**config.mk**
```make
export PLATFORM = sky130hd
export DESIGN_NAME = digital_input_event_counter
export DESIGN_NICKNAME = d
export VERILOG_FILES = /design/src/pkg/dio_pkg.sv /design/src/logic/digital_input_event_counter.sv
export VERILOG_INCLUDE_DIRS = /design/src /design/src/pkg
export SDC_FILE = /design/constraint.sdc
export NUM_CORES = 2
export LEC_CHECK = 0
export ABC_AREA = 0
export BUFFER_PORTS_ARGS = -buffer_cell sky130_fd_sc_hd__buf_2
export CAP_MARGIN = 20
export CORE_AREA = 3 3 222 224
export CTS_CLUSTER_SIZE = 14
export DETAILED_ROUTE_END_ITERATION = 6
export DIE_AREA = 0 0 225 227
export MAX_ROUTING_LAYER = met4
export PLACE_DENSITY = 0.82
export SLEW_MARGIN = 20
export SYNTH_ARGS = -nofsm -noshare
export SYNTH_HDL_FRONTEND = slang
export SYNTH_SLANG_ARGS = --single-unit
```
**constraint.sdc**
```tcl
create_clock -name aclk -period 6.2 [get_ports aclk]
set_input_delay 0.62 -clock aclk [delete_from_list [all_inputs] [get_ports aclk]]
set_output_delay 0.62 -clock aclk [all_outputs]
set_load 0.01 [all_outputs]
```
**src/pkg/digital_input_event_counter_map.svh**
```systemverilog
// address map, field positions, reset values and timing of the event counter card
// assumes byte addressing on a 32-bit AXI4-Lite bus, one word per register
`ifndef DIGITAL_INPUT_EVENT_COUNTER_MAP_SVH
`define DIGITAL_INPUT_EVENT_COUNTER_MAP_SVH

// page select is addr[11:6], word select addr[5:2]
`define PAGE_MSB 11
`define PAGE_LSB 6
`define WORD_MSB 5
`define WORD_LSB 2
`define PAGE_IN_POINT 6'h01
`define PAGE_OUT_POINT 6'h05
`define PAGE_COUNT 6'h09
`define PAGE_PRESET 6'h0A
`define PAGE_IN_FIELD 6'h0B
`define PAGE_OUT_FIELD 6'h0C
`define PAGE_ROLLOVER 6'h0D
`define PAGE_SENSE 6'h0E
`define PAGE_UNMASK 6'h0F
`define PAGE_CARD 6'h10

// word indexes inside pages
`define WORD_FIRST 4'h0
`define WORD_SECOND 4'h1
`define WORD_THIRD 4'h2
`define WORD_FOURTH 4'h3
`define WORD_FIFTH 4'h4

// card_strobe_configuration bits
`define CFG_EXT_BIT 0
`define CFG_RISE_BIT 8

// reset values and counter limits
`define RST_FIELD 16'h0000
`define RST_COUNT 8'h00
`define RST_CFG 32'h0000_0000
`define COUNT_MAX 8'hFF
`define COUNT_ZERO 8'h00

// bus responses
`define RESP_OKAY 2'h0
`define RESP_SLVERR 2'h2

// scan timing
`define POINTS 16
`define SCAN_PERIOD_NS 16000
`define CLK_MHZ 40

`endif

```
**src/pkg/dio_pkg.sv**
```systemverilog
// types shared by the event counter card
// assumes the map header for all numeric constants
package dio_pkg;
  typedef logic [31:0] word_type;
  typedef logic [15:0] field_type;
  typedef logic [7:0] count_type;
  typedef logic [3:0] point_type;
endpackage

```
**src/logic/digital_input_event_counter.sv**
```systemverilog
// sixteen-point input and output field with event counters and strobed input latching
// assumes one 40 MHz clock, field pins and strobe asynchronous, AXI4-Lite master
//
// The register addresses and the AXI4-Lite register port were left to the implementer.
`timescale 1ns/1ps
`include "digital_input_event_counter_map.svh"

// Summary of operation
// - override bit set: every input change of the point is an event
// - override clear: change counts only if new level equals sense bit
// - points scanned in turn, each once per 16 us, strobe independent
// - rollover bit set: counter reloads its preset on overflow
// - rollover bit clear: counter wraps to zero and keeps counting
// - after wrapping, next overflow needs another 256 events
// - event arriving at count 255 raises a scaled event for the point
// - scaled event recorded only when the point's unmask bit is 1
// - first record after clear sets flag; enable gates it to processor
// - record holds one sticky bit per point, no count of events
// - reading the record returns it and clears it, keeping only bits set in the read cycle
// - configuration bit 0 selects internal or external strobe
// - configuration bit 8 picks rising or falling external strobe edge
// - read with internal strobe latches present inputs and returns them
// - read without strobe returns stored data; strobes locked until read
// - reading stored input data re-enables strobing
// - external strobe replaces internal one; ignored while data unread
// - status bit 0 is 1 while waiting for a strobe, data was read
// - per-point input addresses return current input value
// - per-point output write drives the point from data bit 0
// - per-point output read returns the driven value
// - counts readable, presets writable and readable per point
// - whole input field and whole output field readable
module digital_input_event_counter #(
  parameter dio_pkg::word_type CARD_ID = 32'h0000_5A5A // arbitrary value
) (
  // clock and reset
  input wire logic aclk,
  input wire logic aresetn,
  // axi4-lite write address
  input wire logic awvalid,
  output logic awready,
  input wire logic [11:0] awaddr,
  input wire logic [2:0] awprot,
  // axi4-lite write data
  input wire logic wvalid,
  output logic wready,
  input wire dio_pkg::word_type wdata,
  input wire logic [3:0] wstrb,
  // axi4-lite write response
  output logic bvalid,
  input wire logic bready,
  output logic [1:0] bresp,
  // axi4-lite read address
  input wire logic arvalid,
  output logic arready,
  input wire logic [11:0] araddr,
  input wire logic [2:0] arprot,
  // axi4-lite read data
  output logic rvalid,
  input wire logic rready,
  output dio_pkg::word_type rdata,
  output logic [1:0] rresp,
  // field pins
  input wire dio_pkg::field_type field_in,
  input wire logic ext_strobe,
  output dio_pkg::field_type field_out,
  // processor interrupt
  output logic card_irq
);
  import dio_pkg::*;

  localparam int STEP_NS = `SCAN_PERIOD_NS / `POINTS;
  localparam int STEP_CYCLES = STEP_NS * `CLK_MHZ / 1000;
  localparam logic [5:0] STEP_LAST = 6'(STEP_CYCLES - 1);

  // ---------------------------------------------
  // pin synchronisers
  // ---------------------------------------------
  field_type in_m_r;
  field_type in_s_r;
  logic ext_m_r;
  logic ext_s_r;
  logic ext_d_r;

  always_ff @(posedge aclk)
  begin
    in_m_r <= field_in;
    in_s_r <= in_m_r;
    ext_m_r <= ext_strobe;
    ext_s_r <= ext_m_r;
    ext_d_r <= ext_s_r;
  end

  wire ext_rise = ext_s_r & ~ext_d_r;
  wire ext_fall = ~ext_s_r & ext_d_r;

  // ---------------------------------------------
  // registers
  // ---------------------------------------------
  field_type out_r;
  field_type roll_r;
  field_type sense_r;
  field_type ovr_r;
  field_type unmask_r;
  field_type rec_r;
  field_type past_r;
  field_type stored_r;
  word_type cfg_r;
  logic inten_r;
  logic flag_r;
  logic full_r;
  logic irq_r;
  count_type [15:0] count_r;
  count_type [15:0] preset_r;
  logic [5:0] step_r;
  point_type scan_r;

  // ---------------------------------------------
  // axi write channel capture
  // ---------------------------------------------
  logic aw_got_r;
  logic w_got_r;
  logic bvalid_r;
  logic [1:0] bresp_r;
  logic [11:0] waddr_r;
  word_type wdata_r;
  logic [3:0] wstrb_r;

  assign awready = ~aw_got_r & ~bvalid_r;
  assign wready = ~w_got_r & ~bvalid_r;
  assign bvalid = bvalid_r;
  assign bresp = bresp_r;
  wire aw_fire = awvalid & awready;
  wire w_fire = wvalid & wready;
  wire wr_fire = aw_got_r & w_got_r & ~bvalid_r;

  function automatic logic mapped(input logic [5:0] pg, input logic [3:0] wd);
    mapped = (pg == `PAGE_IN_POINT) || (pg == `PAGE_OUT_POINT) || (pg == `PAGE_COUNT) ||
             (pg == `PAGE_PRESET) ||
             ((pg == `PAGE_IN_FIELD) && (wd <= `WORD_THIRD)) ||
             ((pg == `PAGE_OUT_FIELD || pg == `PAGE_ROLLOVER || pg == `PAGE_UNMASK) && (wd == `WORD_FIRST)) ||
             ((pg == `PAGE_SENSE) && (wd <= `WORD_SECOND)) ||
             ((pg == `PAGE_CARD) && (wd <= `WORD_FIFTH));
  endfunction

  function automatic field_type merge16(input field_type old, input word_type nw, input logic [1:0] st);
    merge16 = {st[1] ? nw[15:8] : old[15:8], st[0] ? nw[7:0] : old[7:0]};
  endfunction

  wire [5:0] wpage = waddr_r[`PAGE_MSB:`PAGE_LSB];
  wire [3:0] widx = waddr_r[`WORD_MSB:`WORD_LSB];
  wire wr_ok = mapped(wpage, widx);

  always_ff @(posedge aclk)
  begin
    if (!aresetn)
    begin
      aw_got_r <= 1'b0;
      w_got_r <= 1'b0;
      bvalid_r <= 1'b0;
      bresp_r <= `RESP_OKAY;
      waddr_r <= 12'h000;
      wdata_r <= 32'h0000_0000;
      wstrb_r <= 4'h0;
    end
    else
    begin
      if (aw_fire)
      begin
        aw_got_r <= 1'b1;
        waddr_r <= awaddr;
      end
      if (w_fire)
      begin
        w_got_r <= 1'b1;
        wdata_r <= wdata;
        wstrb_r <= wstrb;
      end
      if (wr_fire)
      begin
        aw_got_r <= 1'b0;
        w_got_r <= 1'b0;
        bvalid_r <= 1'b1;
        bresp_r <= wr_ok ? `RESP_OKAY : `RESP_SLVERR;
      end
      else if (bvalid_r && bready)
        bvalid_r <= 1'b0;
    end
  end

  // ---------------------------------------------
  // write decode
  // ---------------------------------------------
  wire w_first = wr_fire && widx == `WORD_FIRST;
  wire wr_out = wr_fire && wpage == `PAGE_OUT_POINT && wstrb_r[0];
  wire wr_preset = wr_fire && wpage == `PAGE_PRESET && wstrb_r[0];
  wire wr_trig = wr_fire && wpage == `PAGE_IN_FIELD && widx == `WORD_THIRD;
  wire wr_roll = w_first && wpage == `PAGE_ROLLOVER;
  wire wr_sense = w_first && wpage == `PAGE_SENSE;
  wire wr_ovr = wr_fire && wpage == `PAGE_SENSE && widx == `WORD_SECOND;
  wire wr_unmask = w_first && wpage == `PAGE_UNMASK;
  wire wr_cfg = wr_fire && wpage == `PAGE_CARD && widx == `WORD_SECOND;
  wire wr_inten = wr_fire && wpage == `PAGE_CARD && widx == `WORD_FIFTH && wstrb_r[0];

  // ---------------------------------------------
  // read decode
  // ---------------------------------------------
  logic rvalid_r;
  logic [1:0] rresp_r;
  word_type rdata_r;

  assign arready = ~rvalid_r;
  assign rvalid = rvalid_r;
  assign rresp = rresp_r;
  assign rdata = rdata_r;
  wire rd_fire = arvalid & arready;
  wire [5:0] rpage = araddr[`PAGE_MSB:`PAGE_LSB];
  wire [3:0] ridx = araddr[`WORD_MSB:`WORD_LSB];
  wire rd_ok = mapped(rpage, ridx);
  wire rd_irq = rd_fire && rpage == `PAGE_CARD && ridx == `WORD_FIRST;
  wire rd_plain = rd_fire && rpage == `PAGE_IN_FIELD && ridx == `WORD_FIRST;
  wire rd_strobe = rd_fire && rpage == `PAGE_IN_FIELD && ridx == `WORD_SECOND;

  // ---------------------------------------------
  // event scan
  // ---------------------------------------------
  wire tick = step_r == STEP_LAST;
  wire cur = in_s_r[scan_r];
  wire chg = cur != past_r[scan_r];
  wire dir_ok = ovr_r[scan_r] | (cur == sense_r[scan_r]);
  wire ev_now = tick & chg & dir_ok;

  always_ff @(posedge aclk)
  begin
    if (!aresetn)
    begin
      step_r <= 6'h00;
      scan_r <= 4'h0;
    end
    else
    begin
      step_r <= tick ? 6'h00 : step_r + 6'h01;
      scan_r <= tick ? scan_r + 4'h1 : scan_r;
    end
  end

  // ---------------------------------------------
  // per-point counters
  // ---------------------------------------------
  count_type [15:0] count_nxt;
  count_type [15:0] preset_nxt;
  field_type past_nxt;
  field_type scaled;

  genvar gi;
  generate
    for (gi = 0; gi < `POINTS; gi++)
    begin : g_point
      wire here = scan_r == point_type'(gi);
      wire hit = ev_now & here;
      wire top = count_r[gi] == `COUNT_MAX;
      wire pre_wr = wr_preset && widx == point_type'(gi);
      wire count_type wrap = roll_r[gi] ? preset_r[gi] : `COUNT_ZERO;
      assign scaled[gi] = hit & top;
      assign count_nxt[gi] = pre_wr ? wdata_r[7:0] :
                             hit ? (top ? wrap : count_r[gi] + 8'h01) : count_r[gi];
      assign preset_nxt[gi] = pre_wr ? wdata_r[7:0] : preset_r[gi];
      assign past_nxt[gi] = (tick & here) ? in_s_r[gi] : past_r[gi];
    end
  endgenerate

  always_ff @(posedge aclk)
  begin
    if (!aresetn)
    begin
      count_r <= '0;
      preset_r <= '0;
      past_r <= `RST_FIELD;
    end
    else
    begin
      count_r <= count_nxt;
      preset_r <= preset_nxt;
      past_r <= past_nxt;
    end
  end

  // ---------------------------------------------
  // interrupt record
  // ---------------------------------------------
  wire field_type set_bits = scaled & unmask_r;
  wire any_set = |set_bits;
  wire field_type rec_view = rec_r | set_bits;
  wire field_type rec_nxt = rd_irq ? set_bits : rec_view;
  wire flag_first = any_set & (rec_r == `RST_FIELD);
  wire flag_nxt = rd_irq ? any_set : (flag_r | flag_first);

  always_ff @(posedge aclk)
  begin
    if (!aresetn)
    begin
      rec_r <= `RST_FIELD;
      flag_r <= 1'b0;
      irq_r <= 1'b0;
    end
    else
    begin
      rec_r <= rec_nxt;
      flag_r <= flag_nxt;
      irq_r <= flag_r & inten_r;
    end
  end

  assign card_irq = irq_r;

  // ---------------------------------------------
  // strobed input latch
  // ---------------------------------------------
  wire int_mode = ~cfg_r[`CFG_EXT_BIT];
  wire ext_edge = cfg_r[`CFG_RISE_BIT] ? ext_rise : ext_fall;
  wire latch_ext = ~int_mode & ~full_r & ext_edge;
  wire latch_trig = int_mode & ~full_r & wr_trig;
  wire latch_rdw = int_mode & ~full_r & rd_strobe;
  wire latch_any = latch_ext | latch_trig | latch_rdw;
  wire rd_stored = rd_plain | rd_strobe;
  wire field_type stored_nxt = latch_any ? in_s_r : stored_r;
  wire field_type in_field_view = latch_rdw ? in_s_r : stored_r;
  wire full_nxt = (latch_ext | latch_trig) ? 1'b1 : (rd_stored ? 1'b0 : full_r);

  always_ff @(posedge aclk)
  begin
    if (!aresetn)
    begin
      stored_r <= `RST_FIELD;
      full_r <= 1'b0;
    end
    else
    begin
      stored_r <= stored_nxt;
      full_r <= full_nxt;
    end
  end

  // ---------------------------------------------
  // software registers
  // ---------------------------------------------
  wire field_type out_nxt = wr_out ? (out_r & ~(16'h0001 << widx)) | (16'(wdata_r[0]) << widx) : out_r;

  always_ff @(posedge aclk)
  begin
    if (!aresetn)
    begin
      out_r <= `RST_FIELD;
      roll_r <= `RST_FIELD;
      sense_r <= `RST_FIELD;
      ovr_r <= `RST_FIELD;
      unmask_r <= `RST_FIELD;
      cfg_r <= `RST_CFG;
      inten_r <= 1'b0;
    end
    else
    begin
      out_r <= out_nxt;
      if (wr_roll)
        roll_r <= merge16(roll_r, wdata_r, wstrb_r[1:0]);
      if (wr_sense)
        sense_r <= merge16(sense_r, wdata_r, wstrb_r[1:0]);
      if (wr_ovr)
        ovr_r <= merge16(ovr_r, wdata_r, wstrb_r[1:0]);
      if (wr_unmask)
        unmask_r <= merge16(unmask_r, wdata_r, wstrb_r[1:0]);
      if (wr_cfg)
        cfg_r <= {23'h000000, wstrb_r[1] ? wdata_r[8] : cfg_r[8], 7'h00, wstrb_r[0] ? wdata_r[0] : cfg_r[0]};
      if (wr_inten)
        inten_r <= wdata_r[0];
    end
  end

  assign field_out = out_r;

  // ---------------------------------------------
  // read data selection
  // ---------------------------------------------
  wire word_type d_card = (ridx == `WORD_FIRST) ? {16'h0000, rec_view} :
                          (ridx == `WORD_SECOND) ? cfg_r :
                          (ridx == `WORD_THIRD) ? {31'h0, ~full_r} :
                          (ridx == `WORD_FOURTH) ? CARD_ID :
                          {31'h0, inten_r};
  wire word_type d_sense = (ridx == `WORD_FIRST) ? {16'h0000, sense_r} : {16'h0000, ovr_r};
  wire word_type d_in_field = (ridx == `WORD_THIRD) ? 32'h0000_0000 : {16'h0000, in_field_view};
  wire word_type rd_val =
    (rpage == `PAGE_IN_POINT) ? {31'h0, in_s_r[ridx]} :
    (rpage == `PAGE_OUT_POINT) ? {31'h0, out_r[ridx]} :
    (rpage == `PAGE_COUNT) ? {24'h000000, count_r[ridx]} :
    (rpage == `PAGE_PRESET) ? {24'h000000, preset_r[ridx]} :
    (rpage == `PAGE_IN_FIELD) ? d_in_field :
    (rpage == `PAGE_OUT_FIELD) ? {16'h0000, out_r} :
    (rpage == `PAGE_ROLLOVER) ? {16'h0000, roll_r} :
    (rpage == `PAGE_SENSE) ? d_sense :
    (rpage == `PAGE_UNMASK) ? {16'h0000, unmask_r} :
    d_card;

  always_ff @(posedge aclk)
  begin
    if (!aresetn)
    begin
      rvalid_r <= 1'b0;
      rresp_r <= `RESP_OKAY;
      rdata_r <= 32'h0000_0000;
    end
    else if (rd_fire)
    begin
      rvalid_r <= 1'b1;
      rresp_r <= rd_ok ? `RESP_OKAY : `RESP_SLVERR;
      rdata_r <= rd_ok ? rd_val : 32'h0000_0000;
    end
    else if (rready)
      rvalid_r <= 1'b0;
  end

endmodule

```
==> flow_summary.json <==
{
  "syn_inst": 3143,
  "fillers": 4122,
  "grt_max_degree": 152,
  "worstHoldStart": "ext_strobe",
  "clock-sinks": 485,
  "synth.area.top_cells": "dfxtp_1 37%, mux4_2 9.2%, nand2_1 8.3%",
  "routed_via_density": 6.92,
  "register_area_um2": 9710,
  "antenna_left": 0,
  "synth_top_cell_area_share_pct": 37.3,
  "num_vias": 26170,
  "htreeDepth": 2,
  "synth_simple_gate_area_share_pct": 21.8,
  "grt_first_pass_wirelength_um": 148000,
  "skew_ps": 23.9,
  "synth_area_leader_cell": "dfxtp_1",
  "relSlewSlack_pct": 20.5,
  "crit_path_end_kind": "flip-flop",
  "groute.usage.overall_pct": 39.6,
  "hold_path_class": "input pin to flip-flop",
  "antenna_found_initial": 6,
  "syn2layout_area_growth_pct": 9.84,
  "power_leakage_uw": 0.00997,
  "fin_crit_ps": 4590,
  "cts_tree": "done",
  "cp.arrival_ps": 5100,
  "cap_violations": 0,
  "cts_buffers": 52,
  "critical_path_class": "flip-flop to flip-flop",
  "cts-root-buf": "clkbuf_16",
  "path_clk_slew_ps": 60,
  "synthMuxAreaShare_pct": 14.4,
  "yosys.cell_types.count": 92,
  "setup_viol": 0,
  "grt_pass1_vias": 23322,
  "async_reset_ff_share_pct": 0,
  "cp-start-kind": "flip-flop",
  "firstDrtPassIters": 6,
  "r2r_cells": 9,
  "die_area_um2": 51100,
  "holdPathStages": 1,
  "ios": 148,
  "hold_viol": 0,
  "fmax_mhz": 218,
  "seq_area_frac_synth_pct": 37.3,
  "multiInputGateArea_um2": 15200,
  "synth_area_um2": 26000,
  "cp_data_required_time_ps": 6720,
  "dp_hpwl_um": 71900,
  "tns_ps": 0,
  "synth-seq-cells": 485,
  "reg2reg_from": "scan_r[1]",
  "synth_compound_area_share_pct": 20.1,
  "worstPathMaxFanout": 21,
  "drc": 0,
  "outcome": "completed",
  "cts_hold_buf": 0,
  "dp_worst_setup_slack_ps": 1690,
  "drive_gt1_share_pct": 12.6,
  "portBuffers": 101,
  "synth_top_family_by_area": "simple AND/OR/NAND/NOR gates",
  "fin_crit_sh_pct": 74.0,
  "dieWidth_um": 225,
  "design.core.area_um2": 47500,
  "drt-total-wl_um": 101000,
  "final-max-slew-violation-count": 0,
  "nets": 3229,
  "rsz0062_at_grt": "no",
  "mostFrequentLayoutCells": "575 x nand2_1, 484 x dfxtp_1, 360 x a21oi_1, 260 x nor2_1, 187 x nand3_1",
  "clock_latency_ps": 630,
  "final.setup.worst_slack_ps": 1610,
  "postCtsResizedCells": 0,
  "clockBufferDepth": 3,
  "crit_start": "scan_r[1]",
  "routedWlPerCell_um": 26.8,
  "synthFlopType": "dfxtp_1",
  "gp_congestion": 1.08,
  "ir_drop_uv": 198,
  "synthAdderAreaFrac_pct": 1.01,
  "drt_iter0_drc": 4306,
  "cts_setup_buffers": 0,
  "start_util_pct": 54.7,
  "overflow": 0,
  "synth.avg_cell_area_um2": 8.28,
  "synth_edf_count": 0,
  "synthXorXnorAreaFrac_pct": 0.813,
  "final_common_cell": "nand2_1",
  "powerDensity_nw_per_um2": 241,
  "tightest_slew_ps": 1190,
  "num_rows": 80,
  "dieHeight_um": 227,
  "yosys_warnings": 0
}
final cells by class:
type / count / area share, %
Clock buffer: 69 / 5.13
Inverter: 28 / 0.394
Sequential cell: 485 / 34.0
Clock inverter: 28 / 1.16
Tap cell: 615 / 2.69
Antenna cell: 6 / 0.0526
Multi-Input combinational cell: 2396 / 53.3
Timing Repair Buffer: 155 / 3.28
registers in the layout (all words and copies together), names as in the netlist, 10 cells and up:
| signal | cells |
|---|---|
| sense_r | 16 |
| in_s_r | 16 |
| field_out | 16 |
| in_m_r | 16 |
| roll_r | 16 |
| stored_r | 16 |
| rec_r | 16 |
| waddr_r | 10 |
| preset_r | 128 |
| past_r | 16 |
| count_r | 128 |
| unmask_r | 16 |
| rdata | 16 |
| ovr_r | 16 |
| wdata_r | 16 |
through the flow:
stage / std cells / hold slack (ps) / utilization, % / cell area, µm² / total power [µW]
2_1_floorplan: 3160 / 310 / - / 26100 / 3490
3_3_place_gp: 3678 / 311 / 56.2 / 26700 / 3630
3_5_place_dp: 3678 / 312 / 56.2 / 26700 / 3630
4_1_cts: 3775 / 79.6 / 60.0 / 28500 / 6870
5_1_grt: 3782 / 81.3 / 60.1 / 28600 / 7040
6_report: 3782 / 93.0 / 60.1 / 28600 / 6880
cell usage after synthesis, drive strengths merged, types with 10 or more instances:
cell type,count
nand2,575
dfxtp,485
a21oi,362
nor2,260
clkbuf,192
nand3,188
o21ai,158
mux2i,127
mux4,106
buf,59
and3,54
a31oi,46
nand4,38
nor3,32
o22ai,31
a211oi,29
o211ai,29
inv,27
and2,24
nand2b,24
ha,21
nor2b,18
and4,17
a2111oi,16
a311oi,16
a22oi,12
o32ai,12
xor2,11
a21o,10
worst max-delay path, stage by stage, from the launching register on:
cell and delay, ps:
dfxtp_1 1080, mux4_2 640, a22oi_2 220, nand3_4 190, xnor2_4 310, buf_4 300, a2111oi_4 860, and3_1 340
o21ai_0 220, a221oi_1 290
logic make-up after synthesis:
group                      Yosys count
AOI/OAI and AO/OA                  833
xor gates and xnor gates            19
adders and majority gates           21
buffers and inverters              279
DFF                                485
muxes                              240
other                                1
and+or+nand+nor                   1265
worst paths after layout:
| check | end | slack, ps |
|---|---|---|
| worst min-delay path | ext_m_r | 90 |
| worst min register to register | in_s_r[10] | 330 |
| worst max-delay path | rdata[14] | 1610 |
| worst max register to register | rdata[14] | 1610 |
report_power, final:
group,switching (µW),internal (µW)
logic,292,106
clock network,1370,1920
registers,38.9,3150
total,1710,5170
layer usage:
metal / global-route usage [%] / up-vias / routed length [µm]
met5: - / - / 0
met3: 8.96 / 464 / 12900
met1: 50.2 / 12345 / 37300
met2: 56.5 / 1952 / 42600
met4: 26.9 / 0 / 8510
li1: - / 11409 / -
(Power assumes the default switching activity.)
